<file path="src/hw/csl_defines.vh">
`ifndef CSL_DEFINES_VH
`define CSL_DEFINES_VH
// ----------------------------------------
// register byte offsets
// ----------------------------------------
`define CSL_OFF_CTRL       12'h000
`define CSL_OFF_COND       12'h004
`define CSL_OFF_STATUS     12'h008
`define CSL_OFF_IRQ_STAT   12'h00c
`define CSL_OFF_IRQ_MASK   12'h010
`define CSL_OFF_NET        12'h014
`define CSL_OFF_ADDR       12'h018
`define CSL_OFF_STORED     12'h01c
`define CSL_OFF_PAUSE_CNT  12'h020
// ----------------------------------------
// ctrl fields
// ----------------------------------------
`define CSL_CTRL_STORED_EN  0
`define CSL_CTRL_DHCP_EN    1
`define CSL_CTRL_INIT_DONE  2
`define CSL_CTRL_RESTART    3
`define CSL_CTRL_RESET      32'h0000_0002
// ----------------------------------------
// cond fields (software-reported conditions)
// ----------------------------------------
`define CSL_COND_FATAL      0
`define CSL_COND_XFER       1
`define CSL_COND_APP        2
`define CSL_COND_ACQ        3
// ----------------------------------------
// net fields (software-reported network answers)
// ----------------------------------------
`define CSL_NET_DHCP_OFFER  0
`define CSL_NET_ARP_REPLY   1
// ----------------------------------------
// interrupt bits
// ----------------------------------------
`define CSL_IRQ_PAUSE       0
`define CSL_IRQ_ADDR_OK     1
`define CSL_IRQ_LINK_CHG    2
`define CSL_IRQ_FATAL       3
`define CSL_IRQ_W           4
// ----------------------------------------
// timing
// ----------------------------------------
`define CSL_CLK_HZ          20000000
`define CSL_GREEN_MS        100
`define CSL_GREEN_CYC       (`CSL_CLK_HZ / 1000 * `CSL_GREEN_MS)
`define CSL_SLOW_MS         500
`define CSL_SLOW_CYC        (`CSL_CLK_HZ / 1000 * `CSL_SLOW_MS)
`define CSL_FAST_MS         100
`define CSL_FAST_CYC        (`CSL_CLK_HZ / 1000 * `CSL_FAST_MS)
`define CSL_RED_MS          250
`define CSL_RED_CYC         (`CSL_CLK_HZ / 1000 * `CSL_RED_MS)
`define CSL_POWER_MS        500
`define CSL_POWER_CYC       (`CSL_CLK_HZ / 1000 * `CSL_POWER_MS)
`define CSL_REBOOT_MS       30000
`define CSL_REBOOT_CYC      (`CSL_CLK_HZ / 1000 * `CSL_REBOOT_MS)
`define CSL_WAIT_MS         2000
`define CSL_WAIT_CYC        (`CSL_CLK_HZ / 1000 * `CSL_WAIT_MS)
`define CSL_LL_NET          16'ha9fe
`endif

</file>
<file path="src/hw/csl_status_ip.v">
`timescale 1ns/1ps
`include "csl_defines.vh"

// Overview of operation
// - received pause frames are counted and raise a sticky pause event bit.
// - led shows pattern of highest-priority active condition.
// - steady red at power-up first; stays steady red only on fatal.
// - red flashes while initialisation runs.
// - fatal shows steady red plus flashing blue, then self-restart under a minute.
// - cable unplugged flashes blue slowly; address configuration waits in the down state until the link returns.
// - file transfer in progress flashes blue quickly.
// - address assigned, no application: steady blue; host access enabled then.
// - application connected steady green; acquisition flashes green, toggles at most per 100 ms.
// - after power-up red, blue flashes while waiting for address configuration.
// - address configuration starts at power-up and on each link connection.
// - try stored address, then dhcp, then link-local, strictly in order.
// - defaults: stored address off, dhcp on; link-local always enabled.
// - dhcp phase broadcasts a request and adopts the server's offered address.
// - link-local picks random candidate inside 169.254 subnet.
// - arp probe for candidate; reply forces new candidate, silence keeps it.
// - link-local address is flagged non-routable.
module csl_status_ip #(
  parameter GREEN_CYC  = `CSL_GREEN_CYC,
  parameter SLOW_CYC   = `CSL_SLOW_CYC,
  parameter FAST_CYC   = `CSL_FAST_CYC,
  parameter RED_CYC    = `CSL_RED_CYC,
  parameter POWER_CYC  = `CSL_POWER_CYC,
  parameter REBOOT_CYC = `CSL_REBOOT_CYC,
  parameter WAIT_CYC   = `CSL_WAIT_CYC
) (
  input  wire        CLK_IN,
  input  wire        SRST_IN,
  input  wire        PSEL_IN,
  input  wire        PENABLE_IN,
  input  wire        PWRITE_IN,
  input  wire [11:0] PADDR_IN,
  input  wire [31:0] PWDATA_IN,
  output reg  [31:0] PRDATA_OUT,
  output reg         PREADY_OUT,
  output reg         PSLVERR_OUT,
  input  wire        LINK_UP_IN,
  input  wire        PAUSE_RX_IN,
  input  wire        FRAME_DONE_IN,
  output reg         LED_RED_OUT,
  output reg         LED_GREEN_OUT,
  output reg         LED_BLUE_OUT,
  output reg         DHCP_REQ_OUT,
  output reg         ARP_PROBE_OUT,
  output reg         HOST_ACCESS_OUT,
  output reg         NON_ROUTABLE_OUT,
  output reg         REBOOT_OUT,
  output reg         IRQ_OUT
);

  // ----------------------------------------
  // address state machine
  // ----------------------------------------
  localparam [6:0] ST_IDLE   = 7'h01;
  localparam [6:0] ST_STORED = 7'h02;
  localparam [6:0] ST_DHCP   = 7'h04;
  localparam [6:0] ST_LLPICK = 7'h08;
  localparam [6:0] ST_ARP    = 7'h10;
  localparam [6:0] ST_DONE   = 7'h20;
  localparam [6:0] ST_DOWN   = 7'h40;

  reg  [31:0] ctrl;
  reg  [3:0]  cond;
  reg  [1:0]  net;
  reg  [31:0] stored_static_address;
  reg  [31:0] ip_addr;
  reg  [31:0] pause_cnt;
  reg  [`CSL_IRQ_W-1:0] irq_stat;
  reg  [`CSL_IRQ_W-1:0] irq_mask;
  reg  [6:0]  state;
  reg  [6:0]  next_state;
  reg  [31:0] wait_cnt;
  reg  [15:0] lfsr;
  reg         link_d;
  reg         link_local_self_assign;
  reg         powered;
  reg  [31:0] power_cnt;
  reg  [31:0] reboot_cnt;
  reg  [31:0] slow_cnt;
  reg  [31:0] fast_cnt;
  reg  [31:0] red_cnt;
  reg  [31:0] green_cnt;
  reg         slow_ph;
  reg         fast_ph;
  reg         red_ph;
  reg         green_ph;
  reg         frame_seen;
  reg         next_r;
  reg         next_g;
  reg         next_b;
  reg  [31:0] rd_data;
  reg  [`CSL_IRQ_W-1:0] ev;

  wire wr_acc   = PSEL_IN & PENABLE_IN & PWRITE_IN & PREADY_OUT;
  wire setup    = PSEL_IN & ~PENABLE_IN;
  wire link_rise = LINK_UP_IN & ~link_d;
  wire fatal    = cond[`CSL_COND_FATAL];
  wire init_done = ctrl[`CSL_CTRL_INIT_DONE];
  wire wr_ctrl  = wr_acc && PADDR_IN == `CSL_OFF_CTRL;
  wire restart  = (wr_ctrl && PWDATA_IN[`CSL_CTRL_RESTART]) || link_rise;
  wire wait_over = wait_cnt >= WAIT_CYC - 1;

  // ----------------------------------------
  // apb slave: no wait states, reads registered
  // ----------------------------------------
  always @* begin
    case (PADDR_IN)
      `CSL_OFF_CTRL:      rd_data = ctrl;
      `CSL_OFF_COND:      rd_data = {28'h0000000, cond};
      `CSL_OFF_STATUS:    rd_data = {21'h000000, LINK_UP_IN, NON_ROUTABLE_OUT,
                                     HOST_ACCESS_OUT, state, 1'b0};
      `CSL_OFF_IRQ_STAT:  rd_data = {28'h0000000, irq_stat};
      `CSL_OFF_IRQ_MASK:  rd_data = {28'h0000000, irq_mask};
      `CSL_OFF_NET:       rd_data = {30'h00000000, net};
      `CSL_OFF_ADDR:      rd_data = ip_addr;
      `CSL_OFF_STORED:    rd_data = stored_static_address;
      `CSL_OFF_PAUSE_CNT: rd_data = pause_cnt;
      default:            rd_data = 32'h0000_0000;
    endcase
  end

  always @(posedge CLK_IN) begin
    if (SRST_IN) begin
      PREADY_OUT  <= 1'b0;
      PRDATA_OUT  <= 32'h0000_0000;
      PSLVERR_OUT <= 1'b0;
    end else begin
      PREADY_OUT  <= setup;
      PSLVERR_OUT <= setup && PADDR_IN > `CSL_OFF_PAUSE_CNT;
      if (setup)
        PRDATA_OUT <= rd_data;
    end
  end

  // ----------------------------------------
  // software registers
  // ----------------------------------------
  always @(posedge CLK_IN) begin
    if (SRST_IN) begin
      ctrl  <= `CSL_CTRL_RESET;
      cond  <= 4'h0;
      net   <= 2'b00;
      stored_static_address <= 32'h0000_0000;
      irq_mask <= {`CSL_IRQ_W{1'b0}};
    end else if (wr_acc) begin
      case (PADDR_IN)
        `CSL_OFF_CTRL:     ctrl <= {28'h0000000, 1'b0, PWDATA_IN[2:0]};
        `CSL_OFF_COND:     cond <= PWDATA_IN[3:0];
        `CSL_OFF_NET:      net  <= PWDATA_IN[1:0];
        `CSL_OFF_STORED:   stored_static_address <= PWDATA_IN;
        `CSL_OFF_IRQ_MASK: irq_mask <= PWDATA_IN[`CSL_IRQ_W-1:0];
        default:           ;
      endcase
    end else if (state == ST_ARP || state == ST_DHCP || state == ST_IDLE) begin
      net <= 2'b00; // stale answers must not end a fresh attempt
    end
  end

  // ----------------------------------------
  // events: sticky, write one to clear, set wins
  // ----------------------------------------
  always @* begin
    ev = {`CSL_IRQ_W{1'b0}};
    ev[`CSL_IRQ_PAUSE]    = PAUSE_RX_IN;
    ev[`CSL_IRQ_ADDR_OK]  = state != ST_DONE && next_state == ST_DONE;
    ev[`CSL_IRQ_LINK_CHG] = LINK_UP_IN ^ link_d;
    ev[`CSL_IRQ_FATAL]    = fatal && reboot_cnt == 32'h0000_0000;
  end

  genvar gi;
  generate
    for (gi = 0; gi < `CSL_IRQ_W; gi = gi + 1) begin : g_irq
      always @(posedge CLK_IN) begin
        if (SRST_IN)
          irq_stat[gi] <= 1'b0;
        else if (ev[gi])
          irq_stat[gi] <= 1'b1;
        else if (wr_acc && PADDR_IN == `CSL_OFF_IRQ_STAT && PWDATA_IN[gi])
          irq_stat[gi] <= 1'b0;
      end
    end
  endgenerate

  always @(posedge CLK_IN) begin
    if (SRST_IN) begin
      IRQ_OUT   <= 1'b0;
      pause_cnt <= 32'h0000_0000;
      link_d    <= 1'b0;
    end else begin
      IRQ_OUT <= |(irq_stat & irq_mask);
      link_d  <= LINK_UP_IN;
      if (PAUSE_RX_IN)
        pause_cnt <= pause_cnt + 32'h0000_0001;
    end
  end

  // ----------------------------------------
  // address configuration
  // ----------------------------------------
  always @* begin
    next_state = state;
    case (state)
      ST_IDLE: begin
        if (!LINK_UP_IN)
          next_state = ST_DOWN;
        else if (init_done)
          next_state = ST_STORED;
      end
      ST_STORED: begin
        if (ctrl[`CSL_CTRL_STORED_EN])
          next_state = ST_DONE;
        else if (ctrl[`CSL_CTRL_DHCP_EN])
          next_state = ST_DHCP;
        else
          next_state = ST_LLPICK;
      end
      ST_DHCP: begin
        if (net[`CSL_NET_DHCP_OFFER])
          next_state = ST_DONE;
        else if (wait_over)
          next_state = ST_LLPICK;
      end
      ST_LLPICK:
        next_state = ST_ARP;
      ST_ARP: begin
        if (net[`CSL_NET_ARP_REPLY])
          next_state = ST_LLPICK;
        else if (wait_over)
          next_state = ST_DONE;
      end
      ST_DONE:
        next_state = ST_DONE;
      ST_DOWN:
        next_state = ST_DOWN;
      default:
        next_state = ST_IDLE;
    endcase
    if (state != ST_IDLE && state != ST_DOWN && !LINK_UP_IN)
      next_state = ST_DOWN;
    if (restart || (state == ST_DOWN && LINK_UP_IN))
      next_state = ST_IDLE;
  end

  always @(posedge CLK_IN) begin
    if (SRST_IN) begin
      state    <= ST_IDLE;
      wait_cnt <= 32'h0000_0000;
      lfsr     <= 16'h5a3c;
      ip_addr  <= 32'h0000_0000;
      link_local_self_assign <= 1'b0;
      DHCP_REQ_OUT  <= 1'b0;
      ARP_PROBE_OUT <= 1'b0;
      HOST_ACCESS_OUT  <= 1'b0;
      NON_ROUTABLE_OUT <= 1'b0;
    end else begin
      state <= next_state;
      lfsr  <= {lfsr[14:0], lfsr[15] ^ lfsr[13] ^ lfsr[12] ^ lfsr[10]};
      wait_cnt <= (next_state != state) ? 32'h0000_0000 : wait_cnt + 32'h0000_0001;
      DHCP_REQ_OUT  <= state != ST_DHCP && next_state == ST_DHCP;
      ARP_PROBE_OUT <= state == ST_LLPICK;
      if (state == ST_STORED && next_state == ST_DONE)
        ip_addr <= stored_static_address;
      if (state == ST_DHCP && next_state == ST_DONE)
        ip_addr <= stored_static_address; // offered address written there by software
      if (state == ST_LLPICK) begin
        ip_addr <= {`CSL_LL_NET, lfsr};
        link_local_self_assign <= 1'b1;
      end
      if (next_state == ST_IDLE || next_state == ST_DOWN) begin
        link_local_self_assign <= 1'b0;
        ip_addr <= 32'h0000_0000;
      end
      HOST_ACCESS_OUT  <= next_state == ST_DONE;
      NON_ROUTABLE_OUT <= next_state == ST_DONE && link_local_self_assign &&
                          state != ST_STORED && state != ST_DHCP;
    end
  end

  // ----------------------------------------
  // flash dividers; free-running phases
  // ----------------------------------------
  always @(posedge CLK_IN) begin
    if (SRST_IN) begin
      slow_cnt <= 32'h0000_0000;
      fast_cnt <= 32'h0000_0000;
      red_cnt  <= 32'h0000_0000;
      slow_ph  <= 1'b0;
      fast_ph  <= 1'b0;
      red_ph   <= 1'b0;
    end else begin
      slow_cnt <= (slow_cnt >= SLOW_CYC - 1) ? 32'h0000_0000 : slow_cnt + 32'h0000_0001;
      fast_cnt <= (fast_cnt >= FAST_CYC - 1) ? 32'h0000_0000 : fast_cnt + 32'h0000_0001;
      red_cnt  <= (red_cnt >= RED_CYC - 1) ? 32'h0000_0000 : red_cnt + 32'h0000_0001;
      if (slow_cnt >= SLOW_CYC - 1)
        slow_ph <= ~slow_ph;
      if (fast_cnt >= FAST_CYC - 1)
        fast_ph <= ~fast_ph;
      if (red_cnt >= RED_CYC - 1)
        red_ph <= ~red_ph;
    end
  end

  // green toggles per frame, never sooner than the minimum gap
  always @(posedge CLK_IN) begin
    if (SRST_IN) begin
      green_cnt  <= 32'h0000_0000;
      green_ph   <= 1'b0;
      frame_seen <= 1'b0;
    end else begin
      if (green_cnt < GREEN_CYC - 1)
        green_cnt <= green_cnt + 32'h0000_0001;
      if (FRAME_DONE_IN)
        frame_seen <= 1'b1;
      if ((FRAME_DONE_IN || frame_seen) && green_cnt >= GREEN_CYC - 1) begin
        green_ph   <= ~green_ph;
        green_cnt  <= 32'h0000_0000;
        frame_seen <= 1'b0;
      end
    end
  end

  // ----------------------------------------
  // power-up red and fatal restart timer
  // ----------------------------------------
  always @(posedge CLK_IN) begin
    if (SRST_IN) begin
      powered    <= 1'b0;
      power_cnt  <= 32'h0000_0000;
      reboot_cnt <= 32'h0000_0000;
      REBOOT_OUT <= 1'b0;
    end else begin
      if (power_cnt >= POWER_CYC - 1)
        powered <= 1'b1;
      else
        power_cnt <= power_cnt + 32'h0000_0001;
      // restart well inside a minute; counter parks past the match so it pulses once
      REBOOT_OUT <= fatal && reboot_cnt == REBOOT_CYC - 1;
      if (!fatal)
        reboot_cnt <= 32'h0000_0000;
      else if (reboot_cnt < REBOOT_CYC)
        reboot_cnt <= reboot_cnt + 32'h0000_0001;
    end
  end

  // ----------------------------------------
  // led priority
  // ----------------------------------------
  always @* begin
    next_r = 1'b0;
    next_g = 1'b0;
    next_b = 1'b0;
    if (fatal) begin
      next_r = 1'b1;
      next_b = slow_ph;
    end else if (!powered) begin
      next_r = 1'b1;
    end else if (!init_done) begin
      next_r = red_ph;
    end else if (cond[`CSL_COND_XFER]) begin
      next_b = fast_ph;
    end else if (!LINK_UP_IN) begin
      next_b = slow_ph;
    end else if (state != ST_DONE) begin
      next_b = slow_ph;
    end else if (cond[`CSL_COND_ACQ]) begin
      next_g = green_ph;
    end else if (cond[`CSL_COND_APP]) begin
      next_g = 1'b1;
    end else begin
      next_b = 1'b1;
    end
  end

  always @(posedge CLK_IN) begin
    if (SRST_IN) begin
      LED_RED_OUT   <= 1'b1;
      LED_GREEN_OUT <= 1'b0;
      LED_BLUE_OUT  <= 1'b0;
    end else begin
      LED_RED_OUT   <= next_r;
      LED_GREEN_OUT <= next_g;
      LED_BLUE_OUT  <= next_b;
    end
  end

endmodule // csl_status_ip

</file>
<file path="config.mk">
export PLATFORM = sky130hd
export DESIGN_NAME = csl_status_ip
export DESIGN_NICKNAME = d
export VERILOG_FILES = /design/src/hw/csl_status_ip.v
export VERILOG_INCLUDE_DIRS = /design/src /design/src/hw
export SDC_FILE = /design/constraint.sdc
export NUM_CORES = 1
export LEC_CHECK = 0
export ABC_AREA = 1
export BUFFER_PORTS_ARGS = -buffer_cell sky130_fd_sc_hd__buf_2
export CAP_MARGIN = 10
export CORE_MARGIN = 4
export CORE_UTILIZATION = 43
export CTS_CLUSTER_DIAMETER = 100
export DETAILED_ROUTE_END_ITERATION = 8
export MAX_ROUTING_LAYER = met4
export REMOVE_ABC_BUFFERS = 1
export SETUP_SLACK_MARGIN = 0.02
export SLEW_MARGIN = 20
export SYNTH_ARGS = -nofsm -noshare
export SYNTH_HDL_FRONTEND = slang
export SYNTH_SLANG_ARGS = --single-unit
</file>
<file path="constraint.sdc">
create_clock -name CLK_IN -period 2.2 [get_ports CLK_IN]
set_input_delay 0.11 -clock CLK_IN [delete_from_list [all_inputs] [get_ports CLK_IN]]
set_output_delay 0.11 -clock CLK_IN [all_outputs]
set_load 0.005 [all_outputs]
</file>
-- Word-level counts from Yosys, hierarchy flattened
Index checks and enable logic that the tools add are counted.
Widths: inputs -> output; s select.
- bits in registers: 411
- input bits: 52
- logic and storage cells: 195
- $add $sub $neg: 8
- magnitude comparators: 9
- eq/ne operators: 27
- muxes and demuxes: 37
- bitwise operators: 20
- reduce and logical (&&, ||, !) cells: 53
- operators with widths (kind ; count):
    $pmux 32 s9 ; 1
    $add 32x1->32 const B ; 8
    $mux 32 ; 3
    $ge 32x21->1 const B ; 2
    $ge 32x24->1 const B ; 2
    $mux 7 ; 8
    $pmux 7 s7 ; 1
    $eq 12x5->1 const B ; 4
    $eq 32x30->1 const B ; 1
    $ge 32x23->1 const B ; 1
    $ge 32x26->1 const B ; 1
    $logic_not 32->1 ; 1
    $lt 32x21->1 const B ; 1
    $lt 32x30->1 const B ; 1
    $eq 12x4->1 const B ; 2
    $logic_and 1x1->1 ; 21
    $mux 1 ; 19
    $eq 7x1->1 const B ; 2
    $eq 7x3->1 const B ; 2
    $eq 7x6->1 const B ; 2
    $eq 7x7->1 const B ; 2
    $reduce_or 2->1 ; 7
    $eq 12x3->1 const B ; 1
    $eq 12x6->1 const B ; 1
    other kinds (27) ; 60

-- Logic depth before layout (Yosys ltp)
- depth after elaboration: 13
- gate-level depth with buffers: 19

-- Worst setup path after synthesis
Ideal clock, no wire load.
- path type: flip-flop to flip-flop
- start: register wait_cnt[0]
- end: register wait_cnt[10]
- data arrival time: 1.990 ns
- data required time: 2.139 ns
- slack: 0.148 ns
- cell stages (with the launch flop): 17
- path buffers: 1
- clock period less this slack: 2.052 ns
- path through: dfxtp_1 ha_1 nand3_1 nor2_1 nand2_1 nand2_1 nand2_1 nand2_1 nand2_1 nand3_2 nand2_4 nand2_2 nand4_4 nor2_8 nand2_8 buf_12 nor2_4
- word-level cells in the longest chain between the ends: 8
- elaborated cells on any way between the ends: 11
- RTL lines (item ; RTL line ; text):
    start, declared ; csl_status_ip.v:76 ; reg [31:0] wait_cnt;
    start signal, assigned ; csl_status_ip.v:262 ; wait_cnt <= (next_state != state) ? 32'h0000_0000 : wait_cnt + 32'h0000_0001;
    $ge 32x26->1 ; csl_status_ip.v:105 ; wire wait_over = wait_cnt >= WAIT_CYC - 1;
    $mux 7 (on tied branches) ; csl_status_ip.v:232, csl_status_ip.v:224 ;
    $mux 7 (on tied branches) ; csl_status_ip.v:230, csl_status_ip.v:222 ;
    $pmux 7 s7 ; csl_status_ip.v:206 ; case (state)
    $mux 7 ; csl_status_ip.v:242 ; if (state != ST_IDLE && state != ST_DOWN && !LINK_UP_IN)
    $mux 7 ; csl_status_ip.v:244 ; if (restart || (state == ST_DOWN && LINK_UP_IN))
    $ne 7x7->1 ; csl_status_ip.v:262 ;
    $reduce_or 2->1 (no source line) ; -- ;
Parallel ways exist; a longest one is shown, timed or not.
A chain may end at the register's enable or synchronous reset.

-- Worst setup path after layout
- start: register state[0]
- end: register wait_cnt[21]
- word-level cells in the longest chain between the ends: 7
- elaborated cells on any way between the ends: 24
- RTL lines (item ; RTL line ; text):
    start, declared ; csl_status_ip.v:74 ; reg [6:0] state;
    start signal, assigned ; csl_status_ip.v:260 ; state <= next_state;
    $mux 7 (tied with other cells) ; csl_status_ip.v:232 ; else if (wait_over)
    $mux 7 (tied with other cells) ; csl_status_ip.v:230 ; if (net[`CSL_NET_ARP_REPLY])
    $pmux 7 s7 / $logic_and 1x1->1 (equally long branches) ; csl_status_ip.v:206, csl_status_ip.v:242 ;
    $mux 7 ; csl_status_ip.v:242 ;
    $mux 7 ; csl_status_ip.v:244 ;
    $ne 7x7->1 * ; csl_status_ip.v:262 ;
    $reduce_or 2->1 (no source line) * ; -- ;
Mark *: on every way between the ends. The rest lies on a longest branch, timed or not.

==> results.yml <==
outcome:
  status: "completed"
cells_and_area:
  fin_area_mm2: 0.0238
  final_nets: 2897
  drive_gt1_share_pct: 20.6
  final_core_util_pct: 55.2
  num_antenna_cells: 0
  area_delta_synth_final_pct: 26.9
  nFillCells: 4074
power:
  p_clk_share_pct: 48.6
  p_per_area_mw_per_mm2: 674
  power_switching_w: 0.00361
  vdd_drop_max_v: 0.000563
  power.total_w: 0.0161
  sequentialPowerShare_pct: 47.1
  swShare_pct: 22.4
  power.leakage_nw: 8.93
  p_int_w: 0.0125
  pwr-share-comb_pct: 4.4
worst_setup_path:
  critPathLaunchType: "flip-flop"
  crit_required_ps: 2720
  crit_type: "reg -> reg"
  slowest_delay_ps: 360
  worst-path-max-fanout: 8
  arrival_ps: 2690
  end_kind: "flip-flop"
  crit_chain: "inv_2 -> nand2_2 -> nor3_4 -> nand2_2 -> nand3b_4 -> nor2_4 -> nor2_8 -> nand2_4 -> nand2_4 -> nand4_4 -> nor2_8 -> nand2_8 -> buf_12 -> nor2_4"
  cpMaxStageDelayCell: "dfxtp_2"
  crit_start: "state[0]"
  rr_startpoint: "state[0]"
die:
  core-area_mm2: 0.0432
  num_io_pins: 95
  die_h_um: 217
  start_util_pct: 43.5
  die_area_mm2: 0.0471
  die_w_um: 217
  core.rowCount: 76
placed_design:
  dp_hpwl_um: 34800
  place_ws_ps: -39.6
  place.gp.congestion: 0.953
  placed_area_mm2: 0.0209
  io_buffers: 94
timing:
  max_slew_margin_pct: 65.9
  finClkSkew_ps: 20.5
  fin_crit_ps: 2170
  setup_viol_count_final: 0
  fin_crit_sh_pct: 98.8
  worstMarginPinSlew_ps: 511
  setup_ws_ps: 25.7
  max_freq_mhz: 460
  slew_viol_final: 0
  hold_viol: 0
  rsz0062_at_grt: "yes"
grt:
  grt_first_pass_wirelength_um: 79900
  grtUsageMet1_pct: 26.9
  grt_max_degree: 65
  grt_overflow: 0
  grt_pass1_vias: 16400
  grt_busiest_layer: "met2"
  grt_util_met2_pct: 33.7
  grt_antenna_before_repair: 1
  track_usage_pct: 20.7
  met3_usage_pct: 3.03
cts:
  path_clk_slew_ps: 60
  cts_buffer_depth: 3
  cts_tree: "yes"
  cts-htree-levels: 2
  clkSinkCount: 411
  cts_root_buf: "clkbuf_16"
  clkLatencyLatePin_ps: 570
  cts_buffers: 46
drt:
  drt-pass1-iter-count: 5
  via_count: 17400
  first_iter_violations: 957
  drtAntennaViolNets: 0
  wl_per_cell_um: 14.3
  viasPerCell: 5.04
  drt_wl_total_um: 49400
  drcViolationCount: 0
yosys:
  synth_commonest_cells: "nand2_1 (475), dfxtp_1 (411), inv_1 (322)"
  synth_area_mm2: 0.0188
  synth_top_family_by_area: "simple AND/OR/NAND/NOR gates"
  synth_area_per_cell_um2: 7.40
  synth_mux_area_share_pct: 0
  synth_cells: 2538
  yosysSeqAreaShare_pct: 43.8
  ys_async_sr_fraction_pct: 0
  yosys.area_share.simple_pct: 29.3
  ys_ff_latch: 411
  synthFlopType: "dfxtp_1"
  synth_edf_count: 0
  yosys_warnings: 0
  synth-xor-area-share_pct: 4.19
  synth_top_area_share_pct: 43.8
  yosys-top-cells-area: "dfxtp_1 (44%), nand2_1 (9.5%), inv_1 (6.4%), a21oi_1 (5.5%), nor2_1 (5.5%)"
  yosys.area.top_type: "dfxtp_1"
  synth_compound_area_share_pct: 13.5
  ys_types: 61
  yosysMostFrequentCell: "nand2_1"
  synth_fa_ha_area_share_pct: 0.666
flow_run:
  max-cap-violations: 0
worst_hold_path:
  hp-start: "PADDR_IN[11]"
  min_path_type: "in -> reg"
through the flow:
step                      std cells  hold WS [ps]  TNS, ps
after floorplan                2490           179   -20200
after global placement         3295           347        0
after detailed placement       3295           352    -71.8
after CTS                      3421          13.0        0
after global routing           3458          65.5     -882
final                          3458          46.7        0
path summary, 6_finish.rpt:
check	end	slack, ps	cells after the start
setup / recovery	wait_cnt[21]	30	14
hold / removal	PSLVERR_OUT	50	6
setup reg to reg	wait_cnt[21]	30	14
hold reg to reg	fast_cnt[0]	410	1
area by class of cell:
type | instances | area [um^2] | area share [%]
Multi-Input combinational cell | 1741 | 9660 | 40.5
Tap cell | 585 | 732 | 3.07
Sequential cell | 411 | 8270 | 34.7
Clock inverter | 24 | 253 | 1.06
Inverter | 338 | 1280 | 5.36
Clock buffer | 62 | 1300 | 5.46
Timing Repair Buffer | 297 | 2350 | 9.85
metal layers:
metal	vias to the layer above	wire length (um)
met5	-	0
met4	0	1170
met3	78	2200
met2	316	23100
met1	8104	22900
li1	8934	-
power groups by stage:
stage / Clock (W) / Sequential (W) / Combinational, W
2_1_floorplan: 0 / 0.00772 / 0.000298
3_3_place_gp: 0 / 0.00772 / 0.000560
3_5_place_dp: 0 / 0.00772 / 0.000566
4_1_cts: 0.00804 / 0.00756 / 0.000623
5_1_grt: 0.00832 / 0.00757 / 0.000759
6_report: 0.00781 / 0.00756 / 0.000700
layout by cell type (no fill, tap or decap), drive strengths merged, types with 2 or more instances in the layout:
cell	synthesis	routed
a211oi	14	14
a21o	4	4
a21oi	209	209
a221oi	4	4
a31oi	16	16
a41oi	2	2
and3	4	4
buf	20	254
bufinv	0	4
clkbuf	55	65
clkinv	4	17
clkinvlp	0	4
conb	1	28
dfxtp	411	411
dlygate4sd3	0	40
ha	10	10
inv	334	337
nand2	487	487
nand3	124	124
nand3b	5	5
nand4	61	61
nor2	314	314
nor3	90	90
nor3b	14	14
nor4	47	47
o2111ai	3	3
o211ai	13	13
o21a	4	4
o21ai	140	140
o21bai	2	2
o221ai	14	14
o22ai	16	16
o31ai	3	3
or2	18	18
xnor2	26	26
xor2	64	64
flip-flops by register name, summed over array words and instances (netlist names), 2 cells and up:
signal                 cells
PRDATA_OUT                32
fast_cnt                  32
green_cnt                 32
ip_addr                   32
pause_cnt                 32
power_cnt                 32
reboot_cnt                32
red_cnt                   32
slow_cnt                  32
stored_static_address     32
wait_cnt                  32
lfsr                      16
state                      7
cond                       4
irq_mask                   4
irq_stat                   4
ctrl                       3
net                        2
worst max-delay path, delay by kind of cell (launching register included):
| kind | cells | cell delay [ps] |
|---|---|---|
| simple gates | 12 | 1460 |
| buf+inv | 2 | 270 |
| flops | 1 | 360 |
what timing repair did:
action | in CTS | in global routing
endpoints found under the hold margin | 63 | 0
setup buffers | 0 | 34
cloned | 0 | 3
setup endpoints to repair | 5 | 151
resized for setup | 2 | 212
hold buffers | 40 | 0
pin swaps | 0 | 80
cell families (layout without fill, tap and decap cells):
logic type | count (synthesis) | in the layout
AOI/OAI and AO/OA | 449 | 449
xor gates and xnor gates | 90 | 90
adders and majority gates | 10 | 10
buffers and inverters | 413 | 721
DFF | 411 | 411
other | 1 | 28
and+or+nand+nor | 1164 | 1164
Power figures use the tool's default switching activity.
